File: config.mk
export PLATFORM = sky130hd
export DESIGN_NAME = dctx_xor_top
export DESIGN_NICKNAME = d
export VERILOG_FILES = /design/src/inc/dctx_pkg.sv /design/src/logic/dctx_xor_term.sv /design/src/logic/dctx_xor_top.sv
export SDC_FILE = /design/constraint.sdc
export NUM_CORES = 1
export LEC_CHECK = 0
export ABC_AREA = 1
export BUFFER_PORTS_ARGS = -buffer_cell sky130_fd_sc_hd__buf_2
export CORE_UTILIZATION = 42
export DETAILED_ROUTE_END_ITERATION = 7
export PLACE_DENSITY_LB_ADDON = 0.25
export SLEW_MARGIN = 15
export SYNTH_ARGS = -nofsm -noshare
export SYNTH_HDL_FRONTEND = slang
export SYNTH_SLANG_ARGS = --single-unit
File: constraint.sdc
create_clock -name clock_in -period 1.84 [get_ports clock_in]
set_input_delay 0.184 -clock clock_in [delete_from_list [all_inputs] [get_ports clock_in]]
set_output_delay 0.184 -clock clock_in [all_outputs]
set_load 0.01 [all_outputs]
File: src/inc/dctx_pkg.sv
// Constants shared by the connectivity test block
package dctx_pkg;
	// ----------------------------------------
	// Clock and timing
	// ----------------------------------------
	localparam int CLOCK_PERIOD_PS = 40000;
	localparam int CLOCK_INPUT_VALID_TIME_PS = 20000;
	localparam int INPUT_ENABLE_INTERVAL_PS = 100000;
	localparam int OUTPUT_VALID_INTERVAL_PS = 40000;
	// Least times round up, never below one cycle
	localparam int CLOCK_VALID_CYCLES_RAW = (CLOCK_INPUT_VALID_TIME_PS + CLOCK_PERIOD_PS - 1) / CLOCK_PERIOD_PS;
	localparam int CLOCK_VALID_CYCLES = (CLOCK_VALID_CYCLES_RAW < 1) ? 1 : CLOCK_VALID_CYCLES_RAW;
	localparam int INPUT_ENABLE_CYCLES_RAW = (INPUT_ENABLE_INTERVAL_PS + CLOCK_PERIOD_PS - 1) / CLOCK_PERIOD_PS;
	localparam int INPUT_ENABLE_CYCLES = (INPUT_ENABLE_CYCLES_RAW < 1) ? 1 : INPUT_ENABLE_CYCLES_RAW;
	localparam int ENTRY_COUNT_WIDTH = 8;
	// ----------------------------------------
	// Pin counts and reset values
	// ----------------------------------------
	localparam int ADDR_WIDTH = 18;
	localparam int DQ_WIDTH = 16;
	localparam int TERM_COUNT = 10;
	localparam logic [7:0] ENTRY_COUNT_RESET = 8'h00;
	localparam logic ARRAY_UNDEFINED_RESET = 1'b0;
	// ----------------------------------------
	// Sequencer states
	// ----------------------------------------
	typedef enum logic [1:0] {
		DCTX_IDLE,
		DCTX_ENTRY,
		DCTX_ACTIVE
	} dctx_state_t;
endpackage : dctx_pkg

File: src/logic/dctx_xor_term.sv
// One exclusive-OR minimum term over a small group of test inputs
`timescale 1ns/1ps
module dctx_xor_term #(
	parameter int WIDTH = 3
) (
	input wire logic [WIDTH-1:0] group_in,
	output logic term_out
);
	// Pure reduction, no storage on the test path
	assign term_out = ^group_in;
endmodule : dctx_xor_term

File: src/logic/dctx_xor_top.sv
// Connectivity test mode: exclusive-OR network from test inputs to data and strobe pins
`timescale 1ns/1ps
module dctx_xor_top #(
	parameter bit TERM2_USES_A17 = 1'b1
) (
	input wire logic clock_in,
	input wire logic arst_n_in,
	input wire logic conn_test_enable_in,
	input wire logic chip_select_n_in,
	input wire logic dev_reset_n_in,
	input wire logic x16_config_in,
	input wire logic [dctx_pkg::ADDR_WIDTH-1:0] addr_in,
	input wire logic [1:0] bank_in,
	input wire logic [1:0] bank_group_in,
	input wire logic clock_enable_in,
	input wire logic activate_n_in,
	input wire logic odt_in,
	input wire logic ck_true_in,
	input wire logic ck_comp_in,
	input wire logic parity_in,
	input wire logic alert_n_in,
	input wire logic mask_lower_n_in,
	input wire logic mask_upper_n_in,
	output logic [dctx_pkg::DQ_WIDTH-1:0] dq_out,
	output logic [dctx_pkg::DQ_WIDTH-1:0] dq_oe_out,
	output logic lower_strobe_t_out,
	output logic lower_strobe_c_out,
	output logic upper_strobe_t_out,
	output logic upper_strobe_c_out,
	output logic strobe_oe_out,
	output logic continuity_check_mode_out,
	output logic array_undefined_out
);
	// ----------------------------------------
	// Entry sequencer
	// ----------------------------------------
	dctx_pkg::dctx_state_t state;
	dctx_pkg::dctx_state_t next_state;
	logic [dctx_pkg::ENTRY_COUNT_WIDTH-1:0] entry_count;
	logic clocks_live;
	logic entry_allowed;
	logic entry_done;
	logic drive_enable;

	// Entry only with reset, cke and select all high
	assign entry_allowed = conn_test_enable_in && dev_reset_n_in && clock_enable_in && chip_select_n_in;
	assign entry_done = entry_count >= dctx_pkg::ENTRY_COUNT_WIDTH'(dctx_pkg::INPUT_ENABLE_CYCLES - 1);

	always_comb begin
		next_state = state;
		case (state)
			dctx_pkg::DCTX_IDLE: begin
				if (entry_allowed) begin
					next_state = dctx_pkg::DCTX_ENTRY;
				end
			end
			dctx_pkg::DCTX_ENTRY: begin
				if (!conn_test_enable_in) begin
					next_state = dctx_pkg::DCTX_IDLE;
				end else if (entry_done && !chip_select_n_in) begin
					// Sampling starts only once select permits it
					next_state = dctx_pkg::DCTX_ACTIVE;
				end
			end
			dctx_pkg::DCTX_ACTIVE: begin
				if (!conn_test_enable_in) begin
					next_state = dctx_pkg::DCTX_IDLE;
				end
			end
			default: begin
				next_state = dctx_pkg::DCTX_IDLE;
			end
		endcase
	end

	always_ff @(posedge clock_in or negedge arst_n_in) begin
		if (!arst_n_in) begin
			state <= dctx_pkg::DCTX_IDLE;
		end else begin
			state <= next_state;
		end
	end

	// Saturating count of cycles since entry
	always_ff @(posedge clock_in or negedge arst_n_in) begin
		if (!arst_n_in) begin
			entry_count <= dctx_pkg::ENTRY_COUNT_RESET;
		end else if (state == dctx_pkg::DCTX_IDLE) begin
			entry_count <= dctx_pkg::ENTRY_COUNT_RESET;
		end else if (entry_count != {dctx_pkg::ENTRY_COUNT_WIDTH{1'b1}}) begin
			entry_count <= entry_count + 8'h01;
		end
	end

	// Clock pins become test inputs after the clock-input-valid time
	always_ff @(posedge clock_in or negedge arst_n_in) begin
		if (!arst_n_in) begin
			clocks_live <= 1'b0;
		end else if (state == dctx_pkg::DCTX_IDLE) begin
			clocks_live <= 1'b0;
		end else if (entry_count >= dctx_pkg::ENTRY_COUNT_WIDTH'(dctx_pkg::CLOCK_VALID_CYCLES - 1)) begin
			clocks_live <= 1'b1;
		end
	end

	always_ff @(posedge clock_in or negedge arst_n_in) begin
		if (!arst_n_in) begin
			continuity_check_mode_out <= 1'b0;
		end else begin
			continuity_check_mode_out <= (next_state == dctx_pkg::DCTX_ACTIVE);
		end
	end

	// Sticky until reset: leaving the test spoils the array
	always_ff @(posedge clock_in or negedge arst_n_in) begin
		if (!arst_n_in) begin
			array_undefined_out <= dctx_pkg::ARRAY_UNDEFINED_RESET;
		end else if (state != dctx_pkg::DCTX_IDLE && !conn_test_enable_in) begin
			array_undefined_out <= 1'b1;
		end
	end

	// ----------------------------------------
	// Minimum terms
	// ----------------------------------------
	logic [dctx_pkg::TERM_COUNT-1:0] term;
	logic [3:0] term2_group;
	logic term7_first;

	assign term2_group = {addr_in[2], addr_in[5], addr_in[13], addr_in[17] & TERM2_USES_A17};
	assign term7_first = x16_config_in ? mask_upper_n_in : bank_group_in[1];

	dctx_xor_term #(.WIDTH(3)) u_xor_term_zero (.group_in({addr_in[1], addr_in[6], parity_in}),
		.term_out(term[0]));
	dctx_xor_term #(.WIDTH(3)) u_term1 (.group_in({addr_in[8], alert_n_in, addr_in[9]}), .term_out(term[1]));
	dctx_xor_term #(.WIDTH(4)) u_term2 (.group_in(term2_group), .term_out(term[2]));
	dctx_xor_term #(.WIDTH(3)) u_term3 (.group_in({addr_in[0], addr_in[7], addr_in[11]}), .term_out(term[3]));
	dctx_xor_term #(.WIDTH(3)) u_term4 (.group_in({ck_comp_in, odt_in, addr_in[15]}), .term_out(term[4]));
	dctx_xor_term #(.WIDTH(3)) u_term5 (.group_in({clock_enable_in, addr_in[16], addr_in[10]}), .term_out(term[5]));
	dctx_xor_term #(.WIDTH(3)) u_term6 (.group_in({activate_n_in, addr_in[4], bank_in[1]}), .term_out(term[6]));
	dctx_xor_term #(.WIDTH(3)) u_term7 (.group_in({term7_first, mask_lower_n_in, ck_true_in}), .term_out(term[7]));
	dctx_xor_term #(.WIDTH(3)) u_xor_term_eight (.group_in({addr_in[14], addr_in[12], bank_in[0]}),
		.term_out(term[8]));
	dctx_xor_term #(.WIDTH(3)) u_xor_term_nine (.group_in({bank_group_in[0], addr_in[3],
		dev_reset_n_in & conn_test_enable_in}), .term_out(term[9]));

	// ----------------------------------------
	// Output network
	// ----------------------------------------
	// Combinational on purpose: the pins must follow inputs with no clock in the path
	assign dq_out = {~term[7:0], term[7:0]};
	assign lower_strobe_t_out = term[8];
	assign lower_strobe_c_out = term[9];
	assign upper_strobe_t_out = ~term[8];
	assign upper_strobe_c_out = ~term[9];

	// Enables follow select at once, so settling is within one gate delay
	assign drive_enable = (state == dctx_pkg::DCTX_ACTIVE) && clocks_live && conn_test_enable_in
		&& !chip_select_n_in;
	assign dq_oe_out = {{8{drive_enable && x16_config_in}}, {8{drive_enable}}};
	assign strobe_oe_out = drive_enable;

	// ----------------------------------------
	// Checks
	// ----------------------------------------
	a_x8_term0_map: assert property (@(posedge clock_in) disable iff (!arst_n_in)
		dq_oe_out[0] |-> dq_out[0] == (addr_in[1] ^ addr_in[6] ^ parity_in))
		else $error("Data bit 0 does not follow its term");
	a_strobe_term_map: assert property (@(posedge clock_in) disable iff (!arst_n_in)
		strobe_oe_out |-> lower_strobe_t_out == (addr_in[14] ^ addr_in[12] ^ bank_in[0]))
		else $error("True strobe does not follow term eight");
	a_upper_inverted: assert property (@(posedge clock_in) disable iff (!arst_n_in)
		dq_oe_out[8] |-> dq_out[15:8] == ~dq_out[7:0] && upper_strobe_c_out != lower_strobe_c_out)
		else $error("Upper lane not inverted from lower lane");
	a_x8_upper_quiet: assert property (@(posedge clock_in) disable iff (!arst_n_in)
		!x16_config_in |-> dq_oe_out[15:8] == 8'h00)
		else $error("Upper lane driven in x8");
	a_clock_live_delay: assert property (@(posedge clock_in) disable iff (!arst_n_in)
		$rose(entry_allowed) && state == dctx_pkg::DCTX_IDLE ##1 conn_test_enable_in [*2] |-> clocks_live)
		else $error("Clock pins not live in time");
	a_input_enable_wait: assert property (@(posedge clock_in) disable iff (!arst_n_in)
		state == dctx_pkg::DCTX_IDLE ##1 state == dctx_pkg::DCTX_ENTRY |-> !strobe_oe_out [*3])
		else $error("Outputs driven before input-enable interval");
	a_exit_undefined: assert property (@(posedge clock_in) disable iff (!arst_n_in)
		state == dctx_pkg::DCTX_ACTIVE && !conn_test_enable_in |=> array_undefined_out && !continuity_check_mode_out)
		else $error("Exit did not mark array undefined");
	a_select_floats: assert property (@(posedge clock_in) disable iff (!arst_n_in)
		chip_select_n_in || !conn_test_enable_in |-> dq_oe_out == 16'h0000 && !strobe_oe_out)
		else $error("Outputs driven while deselected or out of test");
	a_output_settle: assert property (@(posedge clock_in) disable iff (!arst_n_in)
		continuity_check_mode_out && conn_test_enable_in && !chip_select_n_in |-> strobe_oe_out
		&& lower_strobe_c_out == (bank_group_in[0] ^ addr_in[3] ^ dev_reset_n_in))
		else $error("Outputs not valid during active test");
	a_entry_refused: assert property (@(posedge clock_in) disable iff (!arst_n_in)
		state == dctx_pkg::DCTX_IDLE && !chip_select_n_in |=> state == dctx_pkg::DCTX_IDLE)
		else $error("Entry taken while select was low");
	a_upper_strobe_t: assert property (@(posedge clock_in) disable iff (!arst_n_in)
		dq_oe_out[8] |-> upper_strobe_t_out == !(addr_in[14] ^ addr_in[12] ^ bank_in[0]))
		else $error("Upper true strobe not inverted");
	a_term7_upper: assert property (@(posedge clock_in) disable iff (!arst_n_in)
		dq_oe_out[15] |-> dq_out[7] == (mask_upper_n_in ^ mask_lower_n_in ^ ck_true_in))
		else $error("Term seven ignores upper mask in x16");
	a_mode_needs_enable: assert property (@(posedge clock_in) disable iff (!arst_n_in)
		!conn_test_enable_in |=> !continuity_check_mode_out)
		else $error("Test mode shown without test enable");
endmodule : dctx_xor_top

Yosys cells after proc, flatten, opt, wreduce, memory -nomap -nowiden
Cells that the tools add are included.
{"block": "op_classes", "n_mux": 10, "eq_ne": 4, "n_bitwise": 4, "n_reduce_logical": 25, "magnitude_cmp": 2, "addsub": 1}
{"cell": "XOR reduction 3 bit", "count": 9}
{"cell": "two-way mux 8 bit", "count": 2}
{"cell": "logical AND 1 bit", "count": 9}
{"cell": "adder 8 x 1 -> 8 bit, second input constant", "count": 1}
{"cell": ">= comparator 8 x 1 -> 1 bit, second input constant", "count": 1}
{"cell": ">= comparator 8 x 2 -> 1 bit, second input constant", "count": 1}
{"cell": "two-way mux 2 bit", "count": 4}
{"cell": "!= test 8 bit, second input constant", "count": 1}
{"cell": "inverter 8 bit", "count": 1}
{"cell": "case mux 2 bit (3 select lines)", "count": 1}
{"cell": "nonzero test 2 bit", "count": 3}
{"cell": "equality test 2 bit, second input constant", "count": 2}
{"cell": "XOR reduction 4 bit", "count": 1}
{"cell": "two-way mux 1 bit", "count": 3}
{"cell": "equality test 2 x 1 -> 1 bit, second input constant", "count": 1}
{"cell": "logical NOT 1 bit", "count": 2}
{"cell": "logical NOT 2 bit", "count": 1}
{"cell": "inverter 1 bit", "count": 2}
{"cell": "AND 1 bit", "count": 1}
{"block": "word_totals", "elab_cells": 51, "regBits": 13, "in_bits": 37}

Longest topological paths before layout
Gate-level depths: netlist of the first run.
{"block": "depth", "depth_word": 6, "mapped_depth": 7}

Cells and area by module
From an unflattened synthesis of the first run, not the netlist that was laid out.
{"block": "hier_totals", "cells_unflattened": 221, "area_unflattened_um2": 1285.0}
{"mod": "dctx_xor_top", "cells_each": 121, "instances": 1, "seq_area_each_um2": 325.3, "area_each_um2": 895.9}
{"mod": "dctx_xor_term at u_term1 ...", "cells_each": 9, "instances": 9, "seq_area_each_um2": 0.0, "area_each_um2": 35.0}
{"mod": "dctx_xor_term at u_term2", "cells_each": 19, "instances": 1, "seq_area_each_um2": 0.0, "area_each_um2": 73.8}

Least setup slack after synthesis of the first run
No wires, ideal clock.
{"block": "synth_path", "path_type": "register to output", "startpoint": "register state[0]", "endpoint": "output port dq_oe_out[10] in the netlist's numbering", "n_path_buf": 1, "required_ps": 1656, "slack_ps": 2, "path_stages_with_launch": 5, "arrival_time_ps": 1654, "cell_sequence": "dfrtp_1 > inv_1 > nand3_1 > nor4_1 > buf_4"}
{"block": "synth_between", "elab_chain_cells": 5}
{"element": "from (decl)", "line": "dctx_xor_top.sv:37", "text": "dctx_pkg::dctx_state_t state;"}
{"element": "from (signal assigned)", "line": "dctx_xor_top.sv:78", "text": "state <= dctx_pkg::DCTX_IDLE;"}
{"element": "from (signal assigned)", "line": "dctx_xor_top.sv:80", "text": "state <= next_state;"}
{"element": "equality test 2 bit", "line": "dctx_xor_top.sv:158", "text": "assign drive_enable = (state == dctx_pkg::DCTX_ACTIVE) && clocks_live && conn_test_enable_in"}
{"element": "logical AND 1 bit (2 in series)", "line": "dctx_xor_top.sv:158"}
{"element": "logical AND 1 bit", "line": "dctx_xor_top.sv:159", "text": "&& !chip_select_n_in;"}
{"element": "logical AND 1 bit", "line": "dctx_xor_top.sv:160", "text": "assign dq_oe_out = {{8{drive_enable && x16_config_in}}, {8{drive_enable}}};"}
{"element": "to (decl)", "line": "dctx_xor_top.sv:25", "text": "output logic [dctx_pkg::DQ_WIDTH-1:0] dq_oe_out,"}
No other way between the ends.

Worst setup path after layout of the first run
{"block": "layout_path", "startpoint": "register state[0]", "endpoint": "output port dq_oe_out[13] in the netlist's numbering"}
The elaborated chain is that of the path after synthesis.

==> metrics.txt, run 1 <==
# TYPE chip_impl_metric gauge
chip_impl_metric{name="synth_warnings",unit=""} 0
chip_impl_metric{name="clock_sinks",unit=""} 13
chip_impl_metric{name="post_route_cells_drive_above_1_share",unit="%"} 40.6
chip_impl_info{name="critical_path_class",value="reg -> out"} 1
chip_impl_metric{name="worst_clock_skew",unit="ns"} 0.00316
chip_impl_metric{name="syn_nets",unit=""} 192
chip_impl_metric{name="nets",unit=""} 252
chip_impl_metric{name="maxClockFrequency",unit="MHz"} 640
chip_impl_metric{name="post-cts-setup-buffers",unit=""} 0
chip_impl_metric{name="drt_first_iter_violations",unit=""} 18
chip_impl_metric{name="vias_per_cell",unit=""} 4.56
chip_impl_metric{name="n_antenna_cell",unit=""} 0
chip_impl_metric{name="routed_wl",unit="um"} 2310
chip_impl_metric{name="core.rowCount",unit=""} 18
chip_impl_metric{name="cp.arrival",unit="ns"} 1.38
chip_impl_metric{name="wl_per_cell",unit="um"} 9.54
chip_impl_metric{name="static-leakage-power",unit="nW"} 0.917
chip_impl_metric{name="die_height",unit="um"} 54.2
chip_impl_metric{name="slowest_delay",unit="ns"} 0.39
chip_impl_metric{name="num_io_pins",unit=""} 76
chip_impl_metric{name="route.detailed.drc",unit=""} 0
chip_impl_info{name="grt_setup_unrepaired",value="no"} 1
chip_impl_info{name="root_buffer",value="sky130_fd_sc_hd__clkbuf_4"} 1
chip_impl_metric{name="final_core_util",unit="%"} 56.8
chip_impl_metric{name="finalWorstPathRequiredPeriod",unit="ns"} 1.56
chip_impl_metric{name="clkTransAtPathRegs",unit="ns"} 0.07
chip_impl_metric{name="fp.dieArea",unit="um2"} 2930
chip_impl_metric{name="area.growth.synth_to_final",unit="%"} 25.5
chip_impl_metric{name="setup_viol_count_final",unit=""} 0
chip_impl_metric{name="power_per_cell_area",unit="nW/um2"} 502
chip_impl_metric{name="placeableCoreArea",unit="um2"} 2520
chip_impl_info{name="min_path_type",value="in -> reg"} 1
chip_impl_metric{name="drv_slew",unit=""} 0
chip_impl_metric{name="tritoncts.num_buffers",unit=""} 3
chip_impl_metric{name="estimated_wirelength_of_the_detail_placed_design",unit="um"} 1930
chip_impl_metric{name="layout_worst_path_cycle_share",unit="%"} 84.9
chip_impl_metric{name="critPathBufInv",unit=""} 3
chip_impl_info{name="cp_cell_sequence",value="inv_1, nand3_1, nor4_1, buf_4, buf_2"} 1
chip_impl_metric{name="grt_pass1_vias",unit=""} 814
chip_impl_metric{name="final_hold_vios",unit=""} 0
chip_impl_metric{name="clk-insertion-delay-late",unit="ns"} 0.27
chip_impl_metric{name="synth_area_per_cell",unit="um2"} 7.47
chip_impl_metric{name="numPortBuffers",unit=""} 75
chip_impl_metric{name="grt_max_degree",unit=""} 14
chip_impl_info{name="worstSetupEndpointType",value="output pin"} 1
chip_impl_info{name="critical-path-top-delay-family",value="buffers and inverters"} 1
chip_impl_metric{name="max_slew_margin_vs_limit",unit="%"} 76.1
chip_impl_metric{name="detailedRoute.firstPassIterationCount",unit=""} 4
chip_impl_metric{name="cts.repair.resized",unit=""} 0
chip_impl_metric{name="cp_max_fo",unit=""} 8
chip_impl_metric{name="synth.cell_area",unit="um2"} 1140
chip_impl_metric{name="cts_hold_buf",unit=""} 1
chip_impl_metric{name="cts_h_tree_lvls",unit=""} 1
chip_impl_info{name="setup.worst_path.start_class",value="flop"} 1
chip_impl_metric{name="synth_sequential_area_ratio",unit="%"} 28.5
chip_impl_metric{name="irDropWorstVdd",unit="uV"} 442
chip_impl_metric{name="detail-route-antenna-nets",unit=""} 0
chip_impl_metric{name="die_w",unit="um"} 54.2
chip_impl_metric{name="detailroute.via_count",unit=""} 1103
chip_impl_info{name="clock_tree_from_tritoncts",value="built"} 1
chip_impl_metric{name="grt_first_pass_wirelength",unit="um"} 3230
chip_impl_metric{name="worst_max_slew_pin_slew",unit="ns"} 0.358
chip_impl_metric{name="timing.setup.tns",unit="ns"} 0
chip_impl_metric{name="number_of_antenna_violations_at_the_first_check_in_global_routing",unit=""} 0
chip_impl_info{name="cell_with_the_largest_stage_delay_on_the_worst_path",value="sky130_fd_sc_hd__dfrtp_1"} 1
chip_impl_metric{name="cp.required",unit="ns"} 1.66
chip_impl_metric{name="cts_buffer_depth",unit=""} 2
chip_impl_metric{name="initial_utilization",unit="%"} 45.3
chip_impl_metric{name="global_router_s_overall_resource_usage",unit="%"} 15.2
chip_impl_metric{name="yosys_register_bits",unit=""} 13
chip_impl_metric{name="max_cap_violations",unit=""} 0
chip_impl_metric{name="grt_overflow",unit=""} 0
chip_impl_metric{name="postSynthCellCount",unit=""} 153
chip_impl_metric{name="gpl.final_weighted_congestion",unit=""} 0.801
chip_impl_info{name="run_status",value="completed"} 1
chip_impl_metric{name="netlist-cell-type-count",unit=""} 20
-- Yosys cell counts --
| library cell | n | share of area, % |
|---|---|---|
| sky130_fd_sc_hd__o21bai_1 | 2 | 1.3 |
| sky130_fd_sc_hd__nor3_1 | 1 | 0.44 |
| sky130_fd_sc_hd__ha_1 | 2 | 2.2 |
| sky130_fd_sc_hd__o21ai_0 | 2 | 0.88 |
| sky130_fd_sc_hd__or2_2 | 1 | 0.55 |
| sky130_fd_sc_hd__nand2_1 | 28 | 9.2 |
| sky130_fd_sc_hd__nand3_2 | 1 | 0.88 |
| sky130_fd_sc_hd__nand3_4 | 1 | 1.5 |
| sky130_fd_sc_hd__nor2_2 | 2 | 1.1 |
| sky130_fd_sc_hd__nor2_4 | 1 | 0.99 |
| sky130_fd_sc_hd__nor3b_1 | 1 | 0.66 |
| sky130_fd_sc_hd__nand3_1 | 10 | 4.4 |
| sky130_fd_sc_hd__buf_4 | 23 | 15 |
| sky130_fd_sc_hd__nor2_1 | 11 | 3.6 |
| sky130_fd_sc_hd__inv_1 | 26 | 8.5 |
| sky130_fd_sc_hd__nand4_1 | 5 | 2.7 |
| sky130_fd_sc_hd__nor4_1 | 1 | 0.55 |
| sky130_fd_sc_hd__xor2_1 | 17 | 13 |
| sky130_fd_sc_hd__xnor2_1 | 5 | 3.8 |
| sky130_fd_sc_hd__dfrtp_1 | 13 | 28 |
-- stage by stage --
stage	power [mW]	std cells	instance area (um2)	setup slack, ns	hold WS [ns]
after detailed placement	0.556	237	1400	0.498	0.0833
after global routing	0.782	242	1430	0.143	0.129
final	0.719	242	1430	0.277	0.146
after CTS	0.729	242	1430	0.267	0.137
after floorplan	0.470	153	1140	0.00183	-0.112
after global placement	0.548	237	1400	0.582	0.0824
-- logic make-up (layout without fill, tap and decap cells) --
logic type               after synthesis  in the layout  share of synthesized area [%]
AND/OR/NAND/NOR                       63             63                           26.6
buffers and inverters                 49            108                           23.7
XOR/XNOR                              22             22                           16.9
flip-flops                            13             13                           28.5
AO/OA/AOI/OAI                          4              4                           2.19
adder cells (fa/ha/maj)                2              2                           2.19
-- path summary, 6_finish.rpt --
kind                       cells past startpoint  slack [ns]                            start                               to
min in group asynchronous                      2        0.32                        arst_n_in       entry_count[5]$_DFFE_PN0P_
max                                            5        0.28               state[0]$_DFF_PN0_                    dq_oe_out[13]
max reg2reg                                    6        0.47       entry_count[1]$_DFFE_PN0P_       entry_count[1]$_DFFE_PN0P_
min                                            2        0.15              conn_test_enable_in  array_undefined_out$_DFFE_PN0P_
min reg2reg                                    1        0.49  array_undefined_out$_DFFE_PN0P_  array_undefined_out$_DFFE_PN0P_
max in group asynchronous                      2        1.30                        arst_n_in               state[0]$_DFF_PN0_
-- cell usage in the layout (no fill, tap or decap) --
cell and n:
sky130_fd_sc_hd__buf_2 75, sky130_fd_sc_hd__buf_4 2, sky130_fd_sc_hd__clkbuf_1 1, sky130_fd_sc_hd__clkbuf_4 3, sky130_fd_sc_hd__dfrtp_1 13, sky130_fd_sc_hd__dlygate4sd3_1 1, sky130_fd_sc_hd__ha_1 2, sky130_fd_sc_hd__inv_1 26
sky130_fd_sc_hd__nand2_1 28, sky130_fd_sc_hd__nand3_1 10, sky130_fd_sc_hd__nand3_2 1, sky130_fd_sc_hd__nand3_4 1, sky130_fd_sc_hd__nand4_1 5, sky130_fd_sc_hd__nor2_1 11, sky130_fd_sc_hd__nor2_2 2, sky130_fd_sc_hd__nor2_4 1
sky130_fd_sc_hd__nor3_1 1, sky130_fd_sc_hd__nor3b_1 1, sky130_fd_sc_hd__nor4_1 1, sky130_fd_sc_hd__o21ai_0 2, sky130_fd_sc_hd__o21bai_1 2, sky130_fd_sc_hd__or2_2 1, sky130_fd_sc_hd__xnor2_1 5, sky130_fd_sc_hd__xor2_1 17
-- worst reg2reg max path, stage by stage (launching register included) --
cell,delay [ns]
sky130_fd_sc_hd__dfrtp_1,0.44
sky130_fd_sc_hd__ha_1,0.26
sky130_fd_sc_hd__nand3_2,0.13
sky130_fd_sc_hd__nor2_4,0.17
sky130_fd_sc_hd__nand3_4,0.13
sky130_fd_sc_hd__nand2_1,0.09
sky130_fd_sc_hd__nand2_1,0.05
-- layout make-up --
class | instances | area [um2]
timing repair buffer | 78 | 400
tap | 30 | 37.5
fill | 237 | 1090
inverter | 26 | 97.6
sequential | 13 | 325
clock buffer | 4 | 26.3
multi-input combinational | 91 | 547
-- flip-flops by register name (all words and copies together), names as in the netlist --
| name | count |
|---|---|
| array_undefined_out | 1 |
| clocks_live | 1 |
| continuity_check_mode_out | 1 |
| entry_count | 8 |
| state | 2 |
-- power by group --
group | switching, mW | internal [mW] | leakage, nW
Combinational | 0.135 | 0.117 | 0.726
Sequential | 0.00493 | 0.292 | 0.176
Clock | 0.0857 | 0.0839 | 0.0150
Total | 0.226 | 0.493 | 0.917
-- metal layers --
layer / routed length (um) / up-vias / GRT usage, %
met3: 181 / 2 / 5.08
met1: 878 / 493 / 16.8
li1: - / 561 / -
met2: 1230 / 47 / 28.5
met4: 16 / 0 / 1.71
met5: 0 / - / 0
Power figures use the tool's default switching activity.
==> run 2: changes to the inputs <==
--- a/config.mk
+++ b/config.mk
@@ -7,7 +7,7 @@
 export LEC_CHECK = 0
 export ABC_AREA = 1
 export BUFFER_PORTS_ARGS = -buffer_cell sky130_fd_sc_hd__buf_2
-export CORE_UTILIZATION = 42
+export CORE_UTILIZATION = 38
 export DETAILED_ROUTE_END_ITERATION = 7
 export PLACE_DENSITY_LB_ADDON = 0.25
 export SLEW_MARGIN = 15
==> constraint.sdc (replaced) <==
create_clock -name clock_in -period 1.4 [get_ports clock_in]
set_input_delay 0.14 -clock clock_in [delete_from_list [all_inputs] [get_ports clock_in]]
set_output_delay 0.14 -clock clock_in [all_outputs]
set_load 0.01 [all_outputs]
==> run 2 against run 1 <==
- the flow now finishes with violations (design-rule violations, negative setup slack)
- clock power rose by 37%
- via count fell by 1.5%
- die area rose by 10%
- routed wire length fell by 2.8%
- power rose by 35%
- critical path type unchanged
- critical endpoint is now dq_oe_out[4]
- largest power group unchanged
==> metrics.txt, run 2 (synthesis gave the netlist of run 1 again) <==
# TYPE chip_impl_metric gauge
chip_impl_metric{name="placeableCoreArea",unit="um2"} 2810
chip_impl_info{name="grt_most_used_layer",value="met2"} 1
chip_impl_info{name="grt_setup_unrepaired",value="yes"} 1
chip_impl_metric{name="placedInstanceArea",unit="um2"} 1430
chip_impl_metric{name="gpl.final_weighted_congestion",unit=""} 0.773
chip_impl_metric{name="cp.required",unit="ns"} 1.26
chip_impl_metric{name="drv_slew",unit=""} 0
chip_impl_info{name="violated_checks",value="design-rule violations, negative setup slack"} 1
chip_impl_metric{name="final_hold_vios",unit=""} 0
chip_impl_metric{name="r2r_setup_slack",unit="ns"} -0.03
chip_impl_info{name="worstSetupEndpointType",value="output pin"} 1
chip_impl_metric{name="worst_clock_skew",unit="ns"} 0.00895
chip_impl_metric{name="grt_pass1_vias",unit=""} 828
chip_impl_metric{name="detail-route-antenna-nets",unit=""} 0
chip_impl_metric{name="grt_first_pass_wirelength",unit="um"} 3450
chip_impl_metric{name="power.sequential.fraction",unit="%"} 40.2
chip_impl_metric{name="largest_reg_flops",unit=""} 8
chip_impl_metric{name="detailedRoute.firstPassIterationCount",unit=""} 6
chip_impl_metric{name="dp_worst_setup_slack",unit="ns"} 0.0871
chip_impl_info{name="top_register",value="entry_count"} 1
chip_impl_metric{name="die_height",unit="um"} 56.8
chip_impl_metric{name="maxClockFrequency",unit="MHz"} 669
chip_impl_metric{name="n_antenna_cell",unit=""} 0
chip_impl_metric{name="vias_per_cell",unit=""} 4.37
chip_impl_metric{name="route.detailed.drc",unit=""} 14
chip_impl_metric{name="cp.arrival",unit="ns"} 1.35
chip_impl_metric{name="max_cap_violations",unit=""} 0
chip_impl_metric{name="routed_wl",unit="um"} 2240
chip_impl_metric{name="clock_sinks",unit=""} 13
chip_impl_info{name="critical_path_class",value="reg -> out"} 1
chip_impl_metric{name="core.rowCount",unit=""} 19
chip_impl_metric{name="share_clk_of_total_power",unit="%"} 24.0
chip_impl_metric{name="grt_max_degree",unit=""} 14
chip_impl_info{name="most-common-layout-cells",value="sky130_fd_sc_hd__buf_2 (75), sky130_fd_sc_hd__nand2_1 (28), sky130_fd_sc_hd__inv_1 (25)"} 1
chip_impl_info{name="root_buffer",value="sky130_fd_sc_hd__clkbuf_4"} 1
chip_impl_metric{name="gr-usage-met2",unit="%"} 23.5
chip_impl_metric{name="grt_overflow",unit=""} 0
chip_impl_metric{name="global_router_s_overall_resource_usage",unit="%"} 13.4
chip_impl_metric{name="final_core_util",unit="%"} 54.4
chip_impl_info{name="min_path_type",value="in -> reg"} 1
chip_impl_metric{name="cts_h_tree_lvls",unit=""} 1
chip_impl_metric{name="irDropWorstVdd",unit="uV"} 573
chip_impl_metric{name="cp_max_fo",unit=""} 4
chip_impl_metric{name="layout_worst_path_cycle_share",unit="%"} 107
chip_impl_metric{name="cts_buffer_depth",unit=""} 2
chip_impl_metric{name="max_slew_margin_vs_limit",unit="%"} 75.6
chip_impl_metric{name="p_sw",unit="uW"} 313
chip_impl_metric{name="fp.dieArea",unit="um2"} 3230
chip_impl_metric{name="tritoncts.num_buffers",unit=""} 3
chip_impl_metric{name="drt_first_iter_violations",unit=""} 38
chip_impl_metric{name="final_cell_area",unit="um2"} 1530
chip_impl_metric{name="post_route_cells_drive_above_1_share",unit="%"} 44.0
chip_impl_metric{name="estimated_wirelength_of_the_detail_placed_design",unit="um"} 1810
chip_impl_metric{name="worst_max_slew_pin_slew",unit="ns"} 0.365
chip_impl_metric{name="met3_usage",unit="%"} 3.69
chip_impl_metric{name="die_w",unit="um"} 56.8
chip_impl_metric{name="clkTransAtPathRegs",unit="ns"} 0.07
chip_impl_metric{name="wl_per_cell",unit="um"} 9.01
chip_impl_info{name="run_status",value="finished, violations left"} 1
chip_impl_metric{name="finalWorstPathRequiredPeriod",unit="ns"} 1.49
chip_impl_info{name="setup.worst_path.start_class",value="flop"} 1
chip_impl_metric{name="detailroute.via_count",unit=""} 1087
chip_impl_metric{name="total_power",unit="uW"} 969
chip_impl_metric{name="internal_power",unit="uW"} 656
chip_impl_metric{name="sw_frac_of_total",unit="%"} 32.3
chip_impl_metric{name="nets",unit=""} 258
chip_impl_metric{name="numPortBuffers",unit=""} 75
chip_impl_metric{name="power_per_cell_area",unit="nW/um2"} 635
chip_impl_metric{name="setup_viol_count_final",unit=""} 22
chip_impl_metric{name="number_of_antenna_violations_at_the_first_check_in_global_routing",unit=""} 0
chip_impl_metric{name="use_met1",unit="%"} 17.0
chip_impl_info{name="clock_tree_from_tritoncts",value="built"} 1
chip_impl_metric{name="layout_setup_ws",unit="ns"} -0.0941
chip_impl_metric{name="filler_cell_count",unit=""} 271
chip_impl_info{name="layout.cells.most_common",value="sky130_fd_sc_hd__buf_2"} 1
chip_impl_metric{name="initial_utilization",unit="%"} 40.7
chip_impl_info{name="largest_registers",value="entry_count: 8 flops, state: 2 flops"} 1
chip_impl_metric{name="static-leakage-power",unit="nW"} 0.957
chip_impl_metric{name="clk-insertion-delay-late",unit="ns"} 0.28
chip_impl_metric{name="num_io_pins",unit=""} 76
chip_impl_metric{name="area.growth.synth_to_final",unit="%"} 33.5
chip_impl_metric{name="share_comb_of_total_power",unit="%"} 35.8
run 2: changes by cell type in the layout (fill, tap and decap cells not counted), sizes merged:
cell  before  now
nor3       1    2
buf       77   82
run 2: final timing paths:
kind	from	end	cells after the start
max	state[0]$_DFF_PN0_	dq_oe_out[4]	5
min	conn_test_enable_in	array_undefined_out$_DFFE_PN0P_	2
max reg2reg	state[0]$_DFF_PN0_	entry_count[7]$_DFFE_PN0P_	6
min reg2reg	array_undefined_out$_DFFE_PN0P_	array_undefined_out$_DFFE_PN0P_	1
max in group asynchronous	arst_n_in	state[1]$_DFF_PN0_	2
min in group asynchronous	arst_n_in	entry_count[6]$_DFFE_PN0P_	2
run 2: layout make-up:
class | count | area (um2) | area share [%]
repair buffers | 83 | 442 | 29.0
multi-input cells | 92 | 596 | 39.0
flip-flops and latches | 13 | 325 | 21.3
clock buffers | 4 | 26.3 | 1.72
well taps | 31 | 38.8 | 2.54
inverters | 26 | 97.6 | 6.40
run 2: metrics by stage:
stage / setup TNS [ns] / instances / hold slack [ns]
after floorplan: 0 / 153 / -0.156
after global routing: -3.17 / 249 / 0.120
after global placement: 0 / 239 / 0.0444
after CTS: -2.48 / 246 / 0.119
after detailed placement: 0 / 239 / 0.0456
final: -0.932 / 249 / 0.125
run 2: power by group through the flow:
stage,clock network (mW),registers (mW),logic (mW)
CTS,0.240,0.389,0.347
global route,0.254,0.390,0.384
global placement,0,0.397,0.334
floorplan,0,0.399,0.221
detailed placement,0,0.397,0.338
finish,0.233,0.389,0.347
run 2: metal layers:
metal,vias to the layer above,part of all wire (%)
li1,579,-
met1,462,41
met2,46,51
met3,0,8.0
met4,0,0
met5,-,0
run 2: worst max-delay path: stages, from the launching register on:
cell	delay (ns)
sky130_fd_sc_hd__dfrtp_1	0.39
sky130_fd_sc_hd__inv_2	0.08
sky130_fd_sc_hd__nand3_4	0.08
sky130_fd_sc_hd__buf_6	0.14
sky130_fd_sc_hd__nor3_2	0.22
sky130_fd_sc_hd__buf_2	0.17
run 2: timing repair:
item	in CTS	in global routing
endpoints found under the setup margin	17	20
hold buffers	1	0
cloned	0	1
pin swaps	1	2
endpoints found under the hold margin	13	0
resized for setup	4	1
buffers inserted	2	2
